<file path="src/logic/pwm_seq_pkg.sv">
// package: constants, register map and states of the gate sequencer
// Contract
// - fixed frequency is 8 MHz over N, 4..256
// - timer event starts cycle on one tick
// - duty limit register caps primary on-time
// - peak trip latches primary off until next cycle
// - secondary rises only after dead time
// - primary-off fires 200 ns clearing one-shot
// - saturation edges ignored during clearing pulse
// - saturation fall sets flop, 33 ns shot
// - no clearing pulse lets timer run on
// - watchdog enable lets timer restart switching
// - saturation detect selectable on or off
// - each gate drive has own enable
// - blank peak comparison after primary turn-on
// - dead time in its own register
package pwm_seq_pkg;
  localparam int AW            = 8;
  localparam int CLK_PERIOD_NS = 10;
  localparam int CLK_MHZ       = 100;
  localparam int TICK_MHZ      = 8;
  localparam int TICK_GCD      = 4;
  localparam logic [4:0] TICK_INC = 5'(TICK_MHZ / TICK_GCD);
  localparam logic [4:0] TICK_MOD = 5'(CLK_MHZ / TICK_GCD);

  // least time rounds up so no pulse falls short
  function automatic logic [7:0] ns_to_cyc(input int ns);
    return 8'((ns + CLK_PERIOD_NS - 1) / CLK_PERIOD_NS);
  endfunction

  localparam int RST_SHOT_NS  = 200;
  localparam int SET_SHOT_NS  = 33;
  localparam int DEAD_STEP_NS = 16;
  localparam int BLANK0_NS    = 0;
  localparam int BLANK1_NS    = 50;
  localparam int BLANK2_NS    = 100;
  localparam int BLANK3_NS    = 200;
  localparam logic [7:0] RST_SHOT_CYC = ns_to_cyc(RST_SHOT_NS);
  localparam logic [7:0] SET_SHOT_CYC = ns_to_cyc(SET_SHOT_NS);
  localparam logic [7:0] BLANK0_CYC   = ns_to_cyc(BLANK0_NS);
  localparam logic [7:0] BLANK1_CYC   = ns_to_cyc(BLANK1_NS);
  localparam logic [7:0] BLANK2_CYC   = ns_to_cyc(BLANK2_NS);
  localparam logic [7:0] BLANK3_CYC   = ns_to_cyc(BLANK3_NS);

  // register byte offsets
  localparam logic [AW-1:0] ADDR_CTRL  = 8'h00;
  localparam logic [AW-1:0] ADDR_PER   = 8'h04;
  localparam logic [AW-1:0] ADDR_DUTY  = 8'h08;
  localparam logic [AW-1:0] ADDR_DEAD  = 8'h0C;
  localparam logic [AW-1:0] ADDR_BLANK = 8'h10;
  localparam logic [AW-1:0] ADDR_SATC  = 8'h14;
  localparam logic [AW-1:0] ADDR_STAT  = 8'h18;

  // writable field masks and reset values
  localparam logic [7:0] CTRL_MASK  = 8'h07;
  localparam logic [7:0] DEAD_MASK  = 8'h0F;
  localparam logic [7:0] BLANK_MASK = 8'h03;
  localparam logic [7:0] SATC_MASK  = 8'h03;
  localparam logic [7:0] CTRL_RST   = 8'h00;
  localparam logic [7:0] PER_RST    = 8'h3F;
  localparam logic [7:0] DUTY_RST   = 8'h20;
  localparam logic [7:0] DEAD_RST   = 8'h00;
  localparam logic [7:0] BLANK_RST  = 8'h00;
  localparam logic [7:0] SATC_RST   = 8'h00;
  localparam logic [7:0] PERIOD_MIN = 8'h03;

  // field positions
  localparam int CTRL_PRI_EN = 0;
  localparam int CTRL_SEC_EN = 1;
  localparam int CTRL_RUN    = 2;
  localparam int SATC_ENABLE = 0;
  localparam int SATC_WDE    = 1;

  localparam logic [1:0] RESP_OKAY   = 2'h0;
  localparam logic [1:0] RESP_SLVERR = 2'h2;

  typedef enum logic [2:0] {
    ST_IDLE, ST_PRI, ST_DEAD_PS, ST_SEC, ST_DEAD_SP
  } phase_t;
endpackage

</file>
<file path="src/logic/shot_if.sv">
// interface: trigger, length and busy between sequencer and pulse timers
`timescale 1ns/1ps
interface shot_if;
  logic       fire;
  logic [7:0] len;
  logic       busy;
  modport ctrl  (output fire, output len, input busy);
  modport timer (input fire, input len, output busy);
endinterface

</file>
<file path="src/logic/qr_fixed_pwm_gate_sequencer.sv">
// top: fixed-frequency and quasi-resonant gate sequencer, axi4-lite regs
//
// The AXI4-Lite slave port and the address map were chosen for this implementation.
`timescale 1ns/1ps
module qr_fixed_pwm_gate_sequencer (
  // clock and reset
  input  wire logic                        i_clk,
  input  wire logic                        i_nrst,
  // axi4-lite write channels
  input  wire logic [pwm_seq_pkg::AW-1:0]  i_awaddr,
  input  wire logic                        i_awvalid,
  output logic                             o_awready,
  input  wire logic [31:0]                 i_wdata,
  input  wire logic [3:0]                  i_wstrb,
  input  wire logic                        i_wvalid,
  output logic                             o_wready,
  output logic [1:0]                       o_bresp,
  output logic                             o_bvalid,
  input  wire logic                        i_bready,
  // axi4-lite read channels
  input  wire logic [pwm_seq_pkg::AW-1:0]  i_araddr,
  input  wire logic                        i_arvalid,
  output logic                             o_arready,
  output logic [31:0]                      o_rdata,
  output logic [1:0]                       o_rresp,
  output logic                             o_rvalid,
  input  wire logic                        i_rready,
  // analog comparators
  input  wire logic                        i_peak_trip,
  input  wire logic                        i_sat_detect,
  // gate drives and timer clear
  output logic                             o_primary_gate_drive,
  output logic                             o_secondary_gate_drive,
  output logic                             o_cycle_timer_clear
);
  import pwm_seq_pkg::*;

  logic          aw_have_q, aw_have_d, w_have_q, w_have_d;
  logic [AW-1:0] aw_addr_q, aw_addr_d;
  logic [31:0]   w_data_q, w_data_d, rdata_q, rdata_d, rd_word;
  logic [3:0]    w_strb_q, w_strb_d;
  logic          bvalid_q, bvalid_d, rvalid_q, rvalid_d;
  logic [1:0]    bresp_q, bresp_d, rresp_q, rresp_d;
  logic          do_wr, wr_ok, rd_ok;
  logic [7:0]    ctrl_q, ctrl_d, per_q, per_d, duty_q, duty_d;
  logic [7:0]    dead_q, dead_d, blank_q, blank_d, satc_q, satc_d;
  logic [4:0]    acc_q, acc_d;
  logic [5:0]    acc_sum;
  logic [7:0]    tmr_q, tmr_d, ton_q, ton_d, period_eff;
  phase_t        st_q, st_d;
  logic          off_q, off_d, cyc_ff_q, cyc_ff_d, sat_prev_q;
  logic          pri_q, pri_d, sec_q, sec_d;
  logic          tick, run, quasi_resonant_mode, timer_watchdog_enable;
  logic          tmr_evt, timer_clear, sat_fall, set_fire;
  logic          cycle_start, trip_ok, duty_hit, pri_off;

  shot_if rst_sh ();
  shot_if set_sh ();
  shot_if dead_sh ();
  shot_if blank_sh ();

  // ---- axi4-lite slave ----
  assign o_awready = !aw_have_q && !bvalid_q;
  assign o_wready  = !w_have_q && !bvalid_q;
  assign o_arready = !rvalid_q;
  assign o_bvalid  = bvalid_q;
  assign o_bresp   = bresp_q;
  assign o_rvalid  = rvalid_q;
  assign o_rresp   = rresp_q;
  assign o_rdata   = rdata_q;
  assign do_wr     = aw_have_q && w_have_q;

  always_comb begin
    wr_ok = 1'b1;
    unique case (aw_addr_q)
      ADDR_CTRL, ADDR_PER, ADDR_DUTY, ADDR_DEAD,
      ADDR_BLANK, ADDR_SATC, ADDR_STAT: wr_ok = 1'b1;
      default: wr_ok = 1'b0;
    endcase
  end

  always_comb begin
    rd_word = 32'h0000_0000;
    rd_ok   = 1'b1;
    unique case (i_araddr)
      ADDR_CTRL:  rd_word[7:0] = ctrl_q;
      ADDR_PER:   rd_word[7:0] = per_q;
      ADDR_DUTY:  rd_word[7:0] = duty_q;
      ADDR_DEAD:  rd_word[7:0] = dead_q;
      ADDR_BLANK: rd_word[7:0] = blank_q;
      ADDR_SATC:  rd_word[7:0] = satc_q;
      ADDR_STAT:  rd_word[15:0] = {tmr_q, 3'h0, rst_sh.busy,
                                   cyc_ff_q, off_q, sec_q, pri_q};
      default:    rd_ok = 1'b0;
    endcase
  end

  always_comb begin
    aw_have_d = aw_have_q;
    aw_addr_d = aw_addr_q;
    w_have_d  = w_have_q;
    w_data_d  = w_data_q;
    w_strb_d  = w_strb_q;
    bvalid_d  = bvalid_q;
    bresp_d   = bresp_q;
    rvalid_d  = rvalid_q;
    rresp_d   = rresp_q;
    rdata_d   = rdata_q;
    if (i_awvalid && o_awready) begin
      aw_have_d = 1'b1;
      aw_addr_d = i_awaddr;
    end
    if (i_wvalid && o_wready) begin
      w_have_d = 1'b1;
      w_data_d = i_wdata;
      w_strb_d = i_wstrb;
    end
    if (bvalid_q && i_bready) begin
      bvalid_d = 1'b0;
    end
    if (do_wr) begin
      aw_have_d = 1'b0;
      w_have_d  = 1'b0;
      bvalid_d  = 1'b1;
      bresp_d   = wr_ok ? RESP_OKAY : RESP_SLVERR;
    end
    if (rvalid_q && i_rready) begin
      rvalid_d = 1'b0;
    end
    if (i_arvalid && o_arready) begin
      rvalid_d = 1'b1;
      rdata_d  = rd_ok ? rd_word : 32'h0000_0000;
      rresp_d  = rd_ok ? RESP_OKAY : RESP_SLVERR;
    end
  end

  always_ff @(posedge i_clk) begin
    if (!i_nrst) begin
      aw_have_q <= 1'b0;
      aw_addr_q <= '0;
      w_have_q  <= 1'b0;
      w_data_q  <= 32'h0000_0000;
      w_strb_q  <= 4'h0;
      bvalid_q  <= 1'b0;
      bresp_q   <= RESP_OKAY;
      rvalid_q  <= 1'b0;
      rresp_q   <= RESP_OKAY;
      rdata_q   <= 32'h0000_0000;
    end else begin
      aw_have_q <= aw_have_d;
      aw_addr_q <= aw_addr_d;
      w_have_q  <= w_have_d;
      w_data_q  <= w_data_d;
      w_strb_q  <= w_strb_d;
      bvalid_q  <= bvalid_d;
      bresp_q   <= bresp_d;
      rvalid_q  <= rvalid_d;
      rresp_q   <= rresp_d;
      rdata_q   <= rdata_d;
    end
  end

  // ---- register file; every writable field lives in byte lane 0 ----
  always_comb begin
    ctrl_d  = ctrl_q;
    per_d   = per_q;
    duty_d  = duty_q;
    dead_d  = dead_q;
    blank_d = blank_q;
    satc_d  = satc_q;
    if (do_wr && w_strb_q[0]) begin
      unique case (aw_addr_q)
        ADDR_CTRL:  ctrl_d  = w_data_q[7:0] & CTRL_MASK;
        ADDR_PER:   per_d   = w_data_q[7:0];
        ADDR_DUTY:  duty_d  = w_data_q[7:0];
        ADDR_DEAD:  dead_d  = w_data_q[7:0] & DEAD_MASK;
        ADDR_BLANK: blank_d = w_data_q[7:0] & BLANK_MASK;
        ADDR_SATC:  satc_d  = w_data_q[7:0] & SATC_MASK;
        default: ;
      endcase
    end
  end

  always_ff @(posedge i_clk) begin
    if (!i_nrst) begin
      ctrl_q  <= CTRL_RST;
      per_q   <= PER_RST;
      duty_q  <= DUTY_RST;
      dead_q  <= DEAD_RST;
      blank_q <= BLANK_RST;
      satc_q  <= SATC_RST;
    end else begin
      ctrl_q  <= ctrl_d;
      per_q   <= per_d;
      duty_q  <= duty_d;
      dead_q  <= dead_d;
      blank_q <= blank_d;
      satc_q  <= satc_d;
    end
  end

  // ---- 8 mhz tick: fractional divider, exact on average ----
  assign acc_sum = {1'b0, acc_q} + {1'b0, TICK_INC};
  assign tick    = acc_sum >= {1'b0, TICK_MOD};
  always_comb begin
    acc_d = tick ? 5'(acc_sum - {1'b0, TICK_MOD}) : acc_sum[4:0];
  end

  // ---- cycle logic ----
  assign run                   = ctrl_q[CTRL_RUN];
  assign quasi_resonant_mode   = satc_q[SATC_ENABLE];
  assign timer_watchdog_enable = satc_q[SATC_WDE];
  // values below the floor would exceed 2 mhz, so they are clamped
  assign period_eff = (per_q < PERIOD_MIN) ? PERIOD_MIN : per_q;
  assign tmr_evt    = run && tick && (tmr_q >= period_eff);
  assign timer_clear = quasi_resonant_mode && rst_sh.busy;
  // noise right after the switch edge is masked by the clearing pulse
  assign sat_fall = quasi_resonant_mode && sat_prev_q
                    && !i_sat_detect && !rst_sh.busy;
  assign set_fire = sat_fall && !cyc_ff_q;
  assign cycle_start = run && (quasi_resonant_mode
                       ? (set_fire || (timer_watchdog_enable && tmr_evt))
                       : tmr_evt);
  assign trip_ok  = i_peak_trip && !blank_sh.busy;
  assign duty_hit = ton_q >= duty_q;
  assign pri_off  = (st_q == ST_PRI) && (trip_ok || duty_hit);

  assign rst_sh.len   = RST_SHOT_CYC;
  assign set_sh.len   = SET_SHOT_CYC;
  assign set_sh.fire  = set_fire;
  assign dead_sh.len  = ns_to_cyc((int'(dead_q[3:0]) + 1)
                                  * DEAD_STEP_NS);
  assign o_cycle_timer_clear = timer_clear;

  always_comb begin
    unique case (blank_q[1:0])
      2'h0: blank_sh.len = BLANK0_CYC;
      2'h1: blank_sh.len = BLANK1_CYC;
      2'h2: blank_sh.len = BLANK2_CYC;
      2'h3: blank_sh.len = BLANK3_CYC;
    endcase
  end

  always_comb begin
    st_d          = st_q;
    off_d         = off_q;
    cyc_ff_d      = cyc_ff_q;
    ton_d         = ton_q;
    tmr_d         = tmr_q;
    dead_sh.fire  = 1'b0;
    blank_sh.fire = 1'b0;
    rst_sh.fire   = 1'b0;
    if (cycle_start) begin
      off_d = 1'b0;
      ton_d = 8'h00;
    end else if (st_q == ST_PRI && tick && ton_q != 8'hFF) begin
      ton_d = ton_q + 8'h01;
    end
    if (pri_off) begin
      off_d = 1'b1; // set beats clear
    end
    if (rst_sh.busy) begin
      cyc_ff_d = 1'b0;
    end
    if (sat_fall) begin
      cyc_ff_d = 1'b1;
    end
    if (!run || timer_clear) begin
      tmr_d = 8'h00;
    end else if (tick) begin
      tmr_d = tmr_evt ? 8'h00 : tmr_q + 8'h01;
    end
    unique case (st_q)
      ST_IDLE, ST_SEC: begin
        if (cycle_start) begin
          st_d         = ST_DEAD_SP;
          dead_sh.fire = 1'b1;
        end
      end
      ST_PRI: begin
        if (pri_off) begin
          st_d         = ST_DEAD_PS;
          dead_sh.fire = 1'b1;
          rst_sh.fire  = quasi_resonant_mode;
        end
      end
      ST_DEAD_PS: begin
        if (!dead_sh.busy) begin
          st_d = ST_SEC;
        end
      end
      ST_DEAD_SP: begin
        if (!dead_sh.busy) begin
          st_d          = ST_PRI;
          blank_sh.fire = 1'b1;
        end
      end
    endcase
    if (!run) begin
      st_d = ST_IDLE;
    end
    pri_d = run && ctrl_q[CTRL_PRI_EN] && st_d == ST_PRI && !off_d;
    sec_d = run && ctrl_q[CTRL_SEC_EN] && st_d == ST_SEC;
  end

  always_ff @(posedge i_clk) begin
    if (!i_nrst) begin
      acc_q      <= 5'h00;
      tmr_q      <= 8'h00;
      ton_q      <= 8'h00;
      st_q       <= ST_IDLE;
      off_q      <= 1'b0;
      cyc_ff_q   <= 1'b0;
      sat_prev_q <= 1'b0;
      pri_q      <= 1'b0;
      sec_q      <= 1'b0;
    end else begin
      acc_q      <= acc_d;
      tmr_q      <= tmr_d;
      ton_q      <= ton_d;
      st_q       <= st_d;
      off_q      <= off_d;
      cyc_ff_q   <= cyc_ff_d;
      sat_prev_q <= i_sat_detect;
      pri_q      <= pri_d;
      sec_q      <= sec_d;
    end
  end

  assign o_primary_gate_drive   = pri_q;
  assign o_secondary_gate_drive = sec_q;

  pulse_timer u_rst_shot   (.i_clk(i_clk), .i_nrst(i_nrst), .u_if(rst_sh));
  pulse_timer u_set_shot   (.i_clk(i_clk), .i_nrst(i_nrst), .u_if(set_sh));
  pulse_timer u_dead_timer (.i_clk(i_clk), .i_nrst(i_nrst), .u_if(dead_sh));
  pulse_timer u_blank_tmr  (.i_clk(i_clk), .i_nrst(i_nrst), .u_if(blank_sh));
endmodule

</file>
<file path="src/logic/pulse_timer.sv">
// one-shot: busy for exactly len cycles after fire
`timescale 1ns/1ps
module pulse_timer (
  // clock and reset
  input  wire logic i_clk,
  input  wire logic i_nrst,
  // trigger side
  shot_if.timer     u_if
);
  logic [7:0] cnt_q;
  logic [7:0] cnt_d;

  // a new fire restarts the pulse rather than extending it
  always_comb begin
    cnt_d = cnt_q;
    if (u_if.fire) begin
      cnt_d = u_if.len;
    end else if (cnt_q != 8'h00) begin
      cnt_d = cnt_q - 8'h01;
    end
  end

  always_ff @(posedge i_clk) begin
    if (!i_nrst) begin
      cnt_q <= 8'h00;
    end else begin
      cnt_q <= cnt_d;
    end
  end

  assign u_if.busy = (cnt_q != 8'h00);
endmodule

</file>
<file path="config.mk">
export PLATFORM = sky130hd
export DESIGN_NAME = qr_fixed_pwm_gate_sequencer
export DESIGN_NICKNAME = d
export VERILOG_FILES = /design/src/logic/pwm_seq_pkg.sv /design/src/logic/shot_if.sv /design/src/logic/qr_fixed_pwm_gate_sequencer.sv /design/src/logic/pulse_timer.sv
export SDC_FILE = /design/constraint.sdc
export NUM_CORES = 1
export LEC_CHECK = 0
export BUFFER_PORTS_ARGS = -buffer_cell sky130_fd_sc_hd__buf_4
export CAP_MARGIN = 10
export CORE_MARGIN = 2
export CORE_UTILIZATION = 50
export DETAILED_ROUTE_END_ITERATION = 6
export HOLD_SLACK_MARGIN = 0.06
export PLACE_DENSITY = 0.73
export SLEW_MARGIN = 30
export SYNTH_ARGS = -nofsm -noshare
export SYNTH_HDL_FRONTEND = slang
export SYNTH_SLANG_ARGS = --single-unit
</file>
<file path="constraint.sdc">
create_clock -name i_clk -period 4.41 [get_ports i_clk]
set_input_delay 0.2205 -clock i_clk [delete_from_list [all_inputs] [get_ports i_clk]]
set_output_delay 0.2205 -clock i_clk [all_outputs]
set_load 0.01 [all_outputs]
</file>
Word-level counts from Yosys, hierarchy flattened
Cells that the tools add are included.

Shifts and indexed selects: 0. Div/mod/pow operators: 1. Mux-type cells: 39. Magnitude comparators: 4. Multipliers: 0. Add/sub/neg operators: 10. Reduce and logical (&&, ||, !) cells: 66. Bitwise operators: 1. Equal/unequal tests: 22.

Operators by type and width (number): $mux 8 (7); $pmux 8 s7 (1); $eq 8x5->1 const B (6); $div 32x5->32 const B (1); $eq 8x4->1 const B (4); $pmux 8 s4 (1); $logic_and 1x1->1 (27); $reduce_bool 8->1 (3); $sub 8x1->8 const B (3); $mux 1 (17); $add 8x1->8 const B (2); $eq 8x3->1 const B (2); $ge 8x8->1 (2); $logic_not 8->1 (2); $mux 16 (1); $mux 3 (5); $mux 5 (3); $reduce_or 7->1 (2); $pmux 3 s4 (1); $reduce_and 2->1 (6); $reduce_bool 2->1 (6); $sub 10x1->11 const B (1); $add 9x4->10 const B (1); $logic_not 1->1 (10); 18 further kinds (29).

Memories kept: 0. Bits of input ports: 61. Output and inout port bits: 44. Bits in read-only memories: 0. Logic and storage cells: 172. Bits in latches: 0. Register bits after elaboration: 137. RAM bits: 0.

Depth between registers and ports, before layout
Depth in word-level cells: 14. Mapped depth: 24. Depth with buffers taken out: 23.

Cells and area by module
Synthesis repeated with hierarchy kept, for this count alone.

Cells, all modules: 857. Area, all modules: 7174.4 um^2.

By module, submodules not included: qr_fixed_pwm_gate_sequencer (cells each 695, sequential area each 1901.8 um^2, instances 1, area an instance 5733.0 um^2); pulse_timer (cells each 54, sequential area each 160.2 um^2, instances 3, area an instance 480.5 um^2).

Worst setup path after synthesis
Ideal clock, no wire load.

Path type: reg-to-reg. Start point: reg dead_q[0]. End point: reg u_dead_timer.cnt_q[0]. Path buffers: 1. Path slack: -0.371 ns. Arrival: 4.666 ns. Stages on the path, launching flop included: 24. Path through: dfxtp_1 -> ha_1 -> buf_4 -> xnor2_2 -> inv_2 -> ha_1 -> or3_1 -> ha_1 -> a21oi_2 -> a21oi_4 -> a21oi_1 -> xnor2_1 -> ha_1 -> inv_1 -> nor2_1 -> a22o_1 -> a211oi_2 -> and4bb_1 -> nand3_4 -> inv_1 -> ha_1 -> or3b_2 -> o311a_2 -> o21a_1.

Longest elaborated chain between the ends: 5.

Ends and longest elaborated chain: start: declaration (RTL line qr_fixed_pwm_gate_sequencer.sv:46) `logic [7:0] dead_q, dead_d, blank_q, blank_d, satc_q, satc_d;`; start signal: assignment (RTL line qr_fixed_pwm_gate_sequencer.sv:189) `dead_q <= DEAD_RST;`; start signal: assignment (RTL line qr_fixed_pwm_gate_sequencer.sv:196) `dead_q <= dead_d;`; $add 4x1->5 (RTL line qr_fixed_pwm_gate_sequencer.sv:231) `assign dead_sh.len = ns_to_cyc((int'(dead_q[3:0]) + 1)`; $add 9x4->10 (RTL line pwm_seq_pkg.sv:28) `return 8'((ns + CLK_PERIOD_NS - 1) / CLK_PERIOD_NS);`; $sub 10x1->11 (RTL line pwm_seq_pkg.sv:28); $div 32x5->32 (RTL line pwm_seq_pkg.sv:28); $mux 8 (RTL line pulse_timer.sv:16) `if (u_if.fire) begin`; end signal: assignment (RTL line pulse_timer.sv:27) `cnt_q <= cnt_d;`; end: declaration (RTL line pulse_timer.sv:10) `logic [7:0] cnt_q;`.

No other way between the ends. A chain may end at the register's enable or synchronous reset.

Final worst setup path
Start point: reg dead_q[1]. End point: reg u_dead_timer.cnt_q[0].

Same word-level chain as after synthesis.

==> impl_metrics.toml <==
[power]
irDropWorstVdd_v = 0.000323
totalPowerFinal_mw = 3.35
p_leak_nw = 3.59
pwr_density_cell_nw_per_um2 = 395

[timing]
slew_violations = 0
hold_viol = 0
grt_setup_unrepaired = "true"
fmax_mhz = 234
fin_crit_sh = 0.971
setup_viol = 0
finalSetupTns_ps = 0
period_needed_ps = 4280
skew_ps = 10.3
slew_headroom = 0.518
worstMarginPinSlew_ps = 722

[floorplanning]
coreArea_um2 = 13300
die_area_um2 = 14800
die_w_um = 122
die_y_um = 122
ioPinCount = 105
rows = 42
start_util = 0.518

[flow_run]
maxCapViolations = 0

[outcome]
status = "finished clean"

[clocking]
numCtsBuffers = 17
clock_latency_ps = 420
cts.clk_slew.worst_paths_ps = 60
htree_levels = 4
cts_root_buf = "clkbuf_16"
cts_max_path_buffers = 2
cts_tree = "built"
clock-sinks = 119

[place]
gp_congestion = 0.880
hpwl_mm = 11.8
io_buffers = 59
placed_cell_area_um2 = 7570

[final_layout]
layout_common_cells = "dfxtp_1, nor2_1, nand2_1"
areaGrowthSynthToFinish_pct = 22.7
final_net_count = 1029
final_common_cell = "dfxtp_1"
n_fill_cell = 1166
antenna_cells = 0
fin_util = 0.635
drive_above_1_share = 0.195
finalInstanceArea_um2 = 8480

[logic_synthesis]
async_flop_share = 0
netlist_top_cells_area = "dfxtp_1, ha_1, nand2_1, nor2_1, a21oi_1"
synthFlopType = "dfxtp_1"
synth.yosys.seq_area_share = 0.345
synth-edff-count = 0
synth.cell_area_um2 = 6910
ys_warn_count = 0
postSynthCellCount = 842
yosys.area.top_type = "dfxtp_1"
ys_ff_latch = 119
synth_top_area_frac = 0.345
synthDistinctLibCells = 90
synth.avg_cell_area_um2 = 8.21

[global_route]
overflow = 0
grt_pass1_wl_mm = 28.8
grt_pass1_vias = 5919
antenna_found_initial = 0
grt_use_total = 0.242
grt_max_degree = 46

[setup_path]
crit_buf_inv = 3
path_cells = "ha_4 -> xnor2_4 -> inv_2 -> ha_2 -> or3_4 -> ha_4 -> a21oi_4 -> a21oi_4 -> buf_4 -> nor3_2 -> a21o_1 -> a2111oi_4 -> mux2_4 -> nand3_4 -> inv_2 -> ha_1 -> or3b_4 -> o311a_4 -> o21a_1"
cpPeakStageDelay_ps = 370
start_kind = "flip-flop"
critPathMaxFanout = 5
cp.arrival_ps = 4600
critPathKind = "reg -> reg"
end_kind = "flip-flop"
critPathRequiredTime_ps = 4720
path_delay_family = "compound AO/OA/AOI/OAI gates"
critical_path.slowest_cell = "or3_4"

[drt]
wl_per_cell_um = 14.8
viasPerCell = 5.48
totalWireLength_mm = 16.6
drcViolationCount = 0
vias = 6154
final_antenna_net_count = 0
drt_first_pass_iters = 5
first_iter_violations = 518

[worst_hold_path]
hold_class = "in -> reg"
-- per-layer routing --
layer,vias to the layer above,track usage,routed length [um]
li1,3110,-,-
met1,2873,0.327,7830
met2,150,0.393,7770
met3,21,0.0440,747
met4,0,0.0769,215
met5,-,0,0
-- layout make-up --
class                      count  area [um2]  area share
timing repair buffer         109         866       0.102
clock inverter                14         164      0.0193
sequential                   119        2390       0.282
tap                          176         220      0.0260
inverter                      41         155      0.0183
clock buffer                  18         439      0.0518
multi-input combinational    645        4250       0.501
-- metrics by stage --
| stage | hold WS, ps | instances | setup WS (ps) |
|---|---|---|---|
| 3_5_place_dp | 406 | 1068 | -99.3 |
| 3_3_place_gp | 404 | 1068 | -3.51 |
| 4_1_cts | 77.8 | 1120 | 7.47 |
| 5_1_grt | 88.8 | 1122 | -73.7 |
| 6_report | 98.2 | 1122 | 129 |
| 2_1_floorplan | 319 | 859 | -66.8 |
-- Yosys cell counts (all sizes together) (6+ instances only) --
library cell,count
dfxtp,119
nand2,102
nor2,101
a21oi,77
inv,40
ha,35
nand3,33
buf,28
clkbuf,26
mux2i,26
o21ai,24
nor3,23
xor2,23
xnor2,14
a31oi,13
nand2b,13
or3,12
a211oi,11
nand4,10
and2,9
and3,8
nand3b,8
nor2b,6
-- sequential cells by signal (all words and copies together) (netlist names), 2 cells and up --
name,cells
satc_q,2
ton_q,8
o_rdata,16
st_q,3
w_data_q,8
aw_addr_q,8
tmr_q,8
duty_q,8
dead_q,4
acc_q,5
u_blank_tmr.cnt_q,8
per_q,8
ctrl_q,3
u_dead_timer.cnt_q,8
blank_q,2
u_rst_shot.cnt_q,8
-- power breakdown --
group	internal (mW)	switching, mW	leakage [nW]
Sequential	1.18	0.0884	0.970
Clock	0.860	0.537	0.286
Combinational	0.320	0.366	2.33
-- repair_timing --
action,CTS,global route
pin swaps,2,6
hold endpoints to repair,19,0
endpoints found under the setup margin,1,2
hold buffers,19,0
gates resized for setup,6,13
buffers inserted,1,2
-- worst paths after layout --
check        slack [ps]          from                     to  cells past startpoint
min reg2reg         450  aw_addr_q[1]           aw_addr_q[1]                      2
max reg2reg         130     dead_q[1]  u_dead_timer.cnt_q[0]                     19
min                 100    i_wdata[1]            w_data_q[1]                      3
max                 130     dead_q[1]  u_dead_timer.cnt_q[0]                     19
-- cells by family after synthesis --
kind of cell,Yosys count,synth area share
other cells,1,0.000542
xor+xnor,37,0.0480
compound gates,176,0.176
buf+inv,95,0.0706
mux,31,0.0469
flops,119,0.345
simple gates,348,0.250
fa+ha+maj,35,0.0633
-- worst register-to-register path, delay by kind of cell (launching register included) --
kind / cells / cell delay [ps]
compound gates: 6 / 1250
xor+xnor: 1 / 170
fa+ha+maj: 4 / 900
buf+inv: 3 / 270
flops: 1 / 360
mux: 1 / 350
simple gates: 4 / 880
Note: power is estimated with default switching activity, not from simulation.
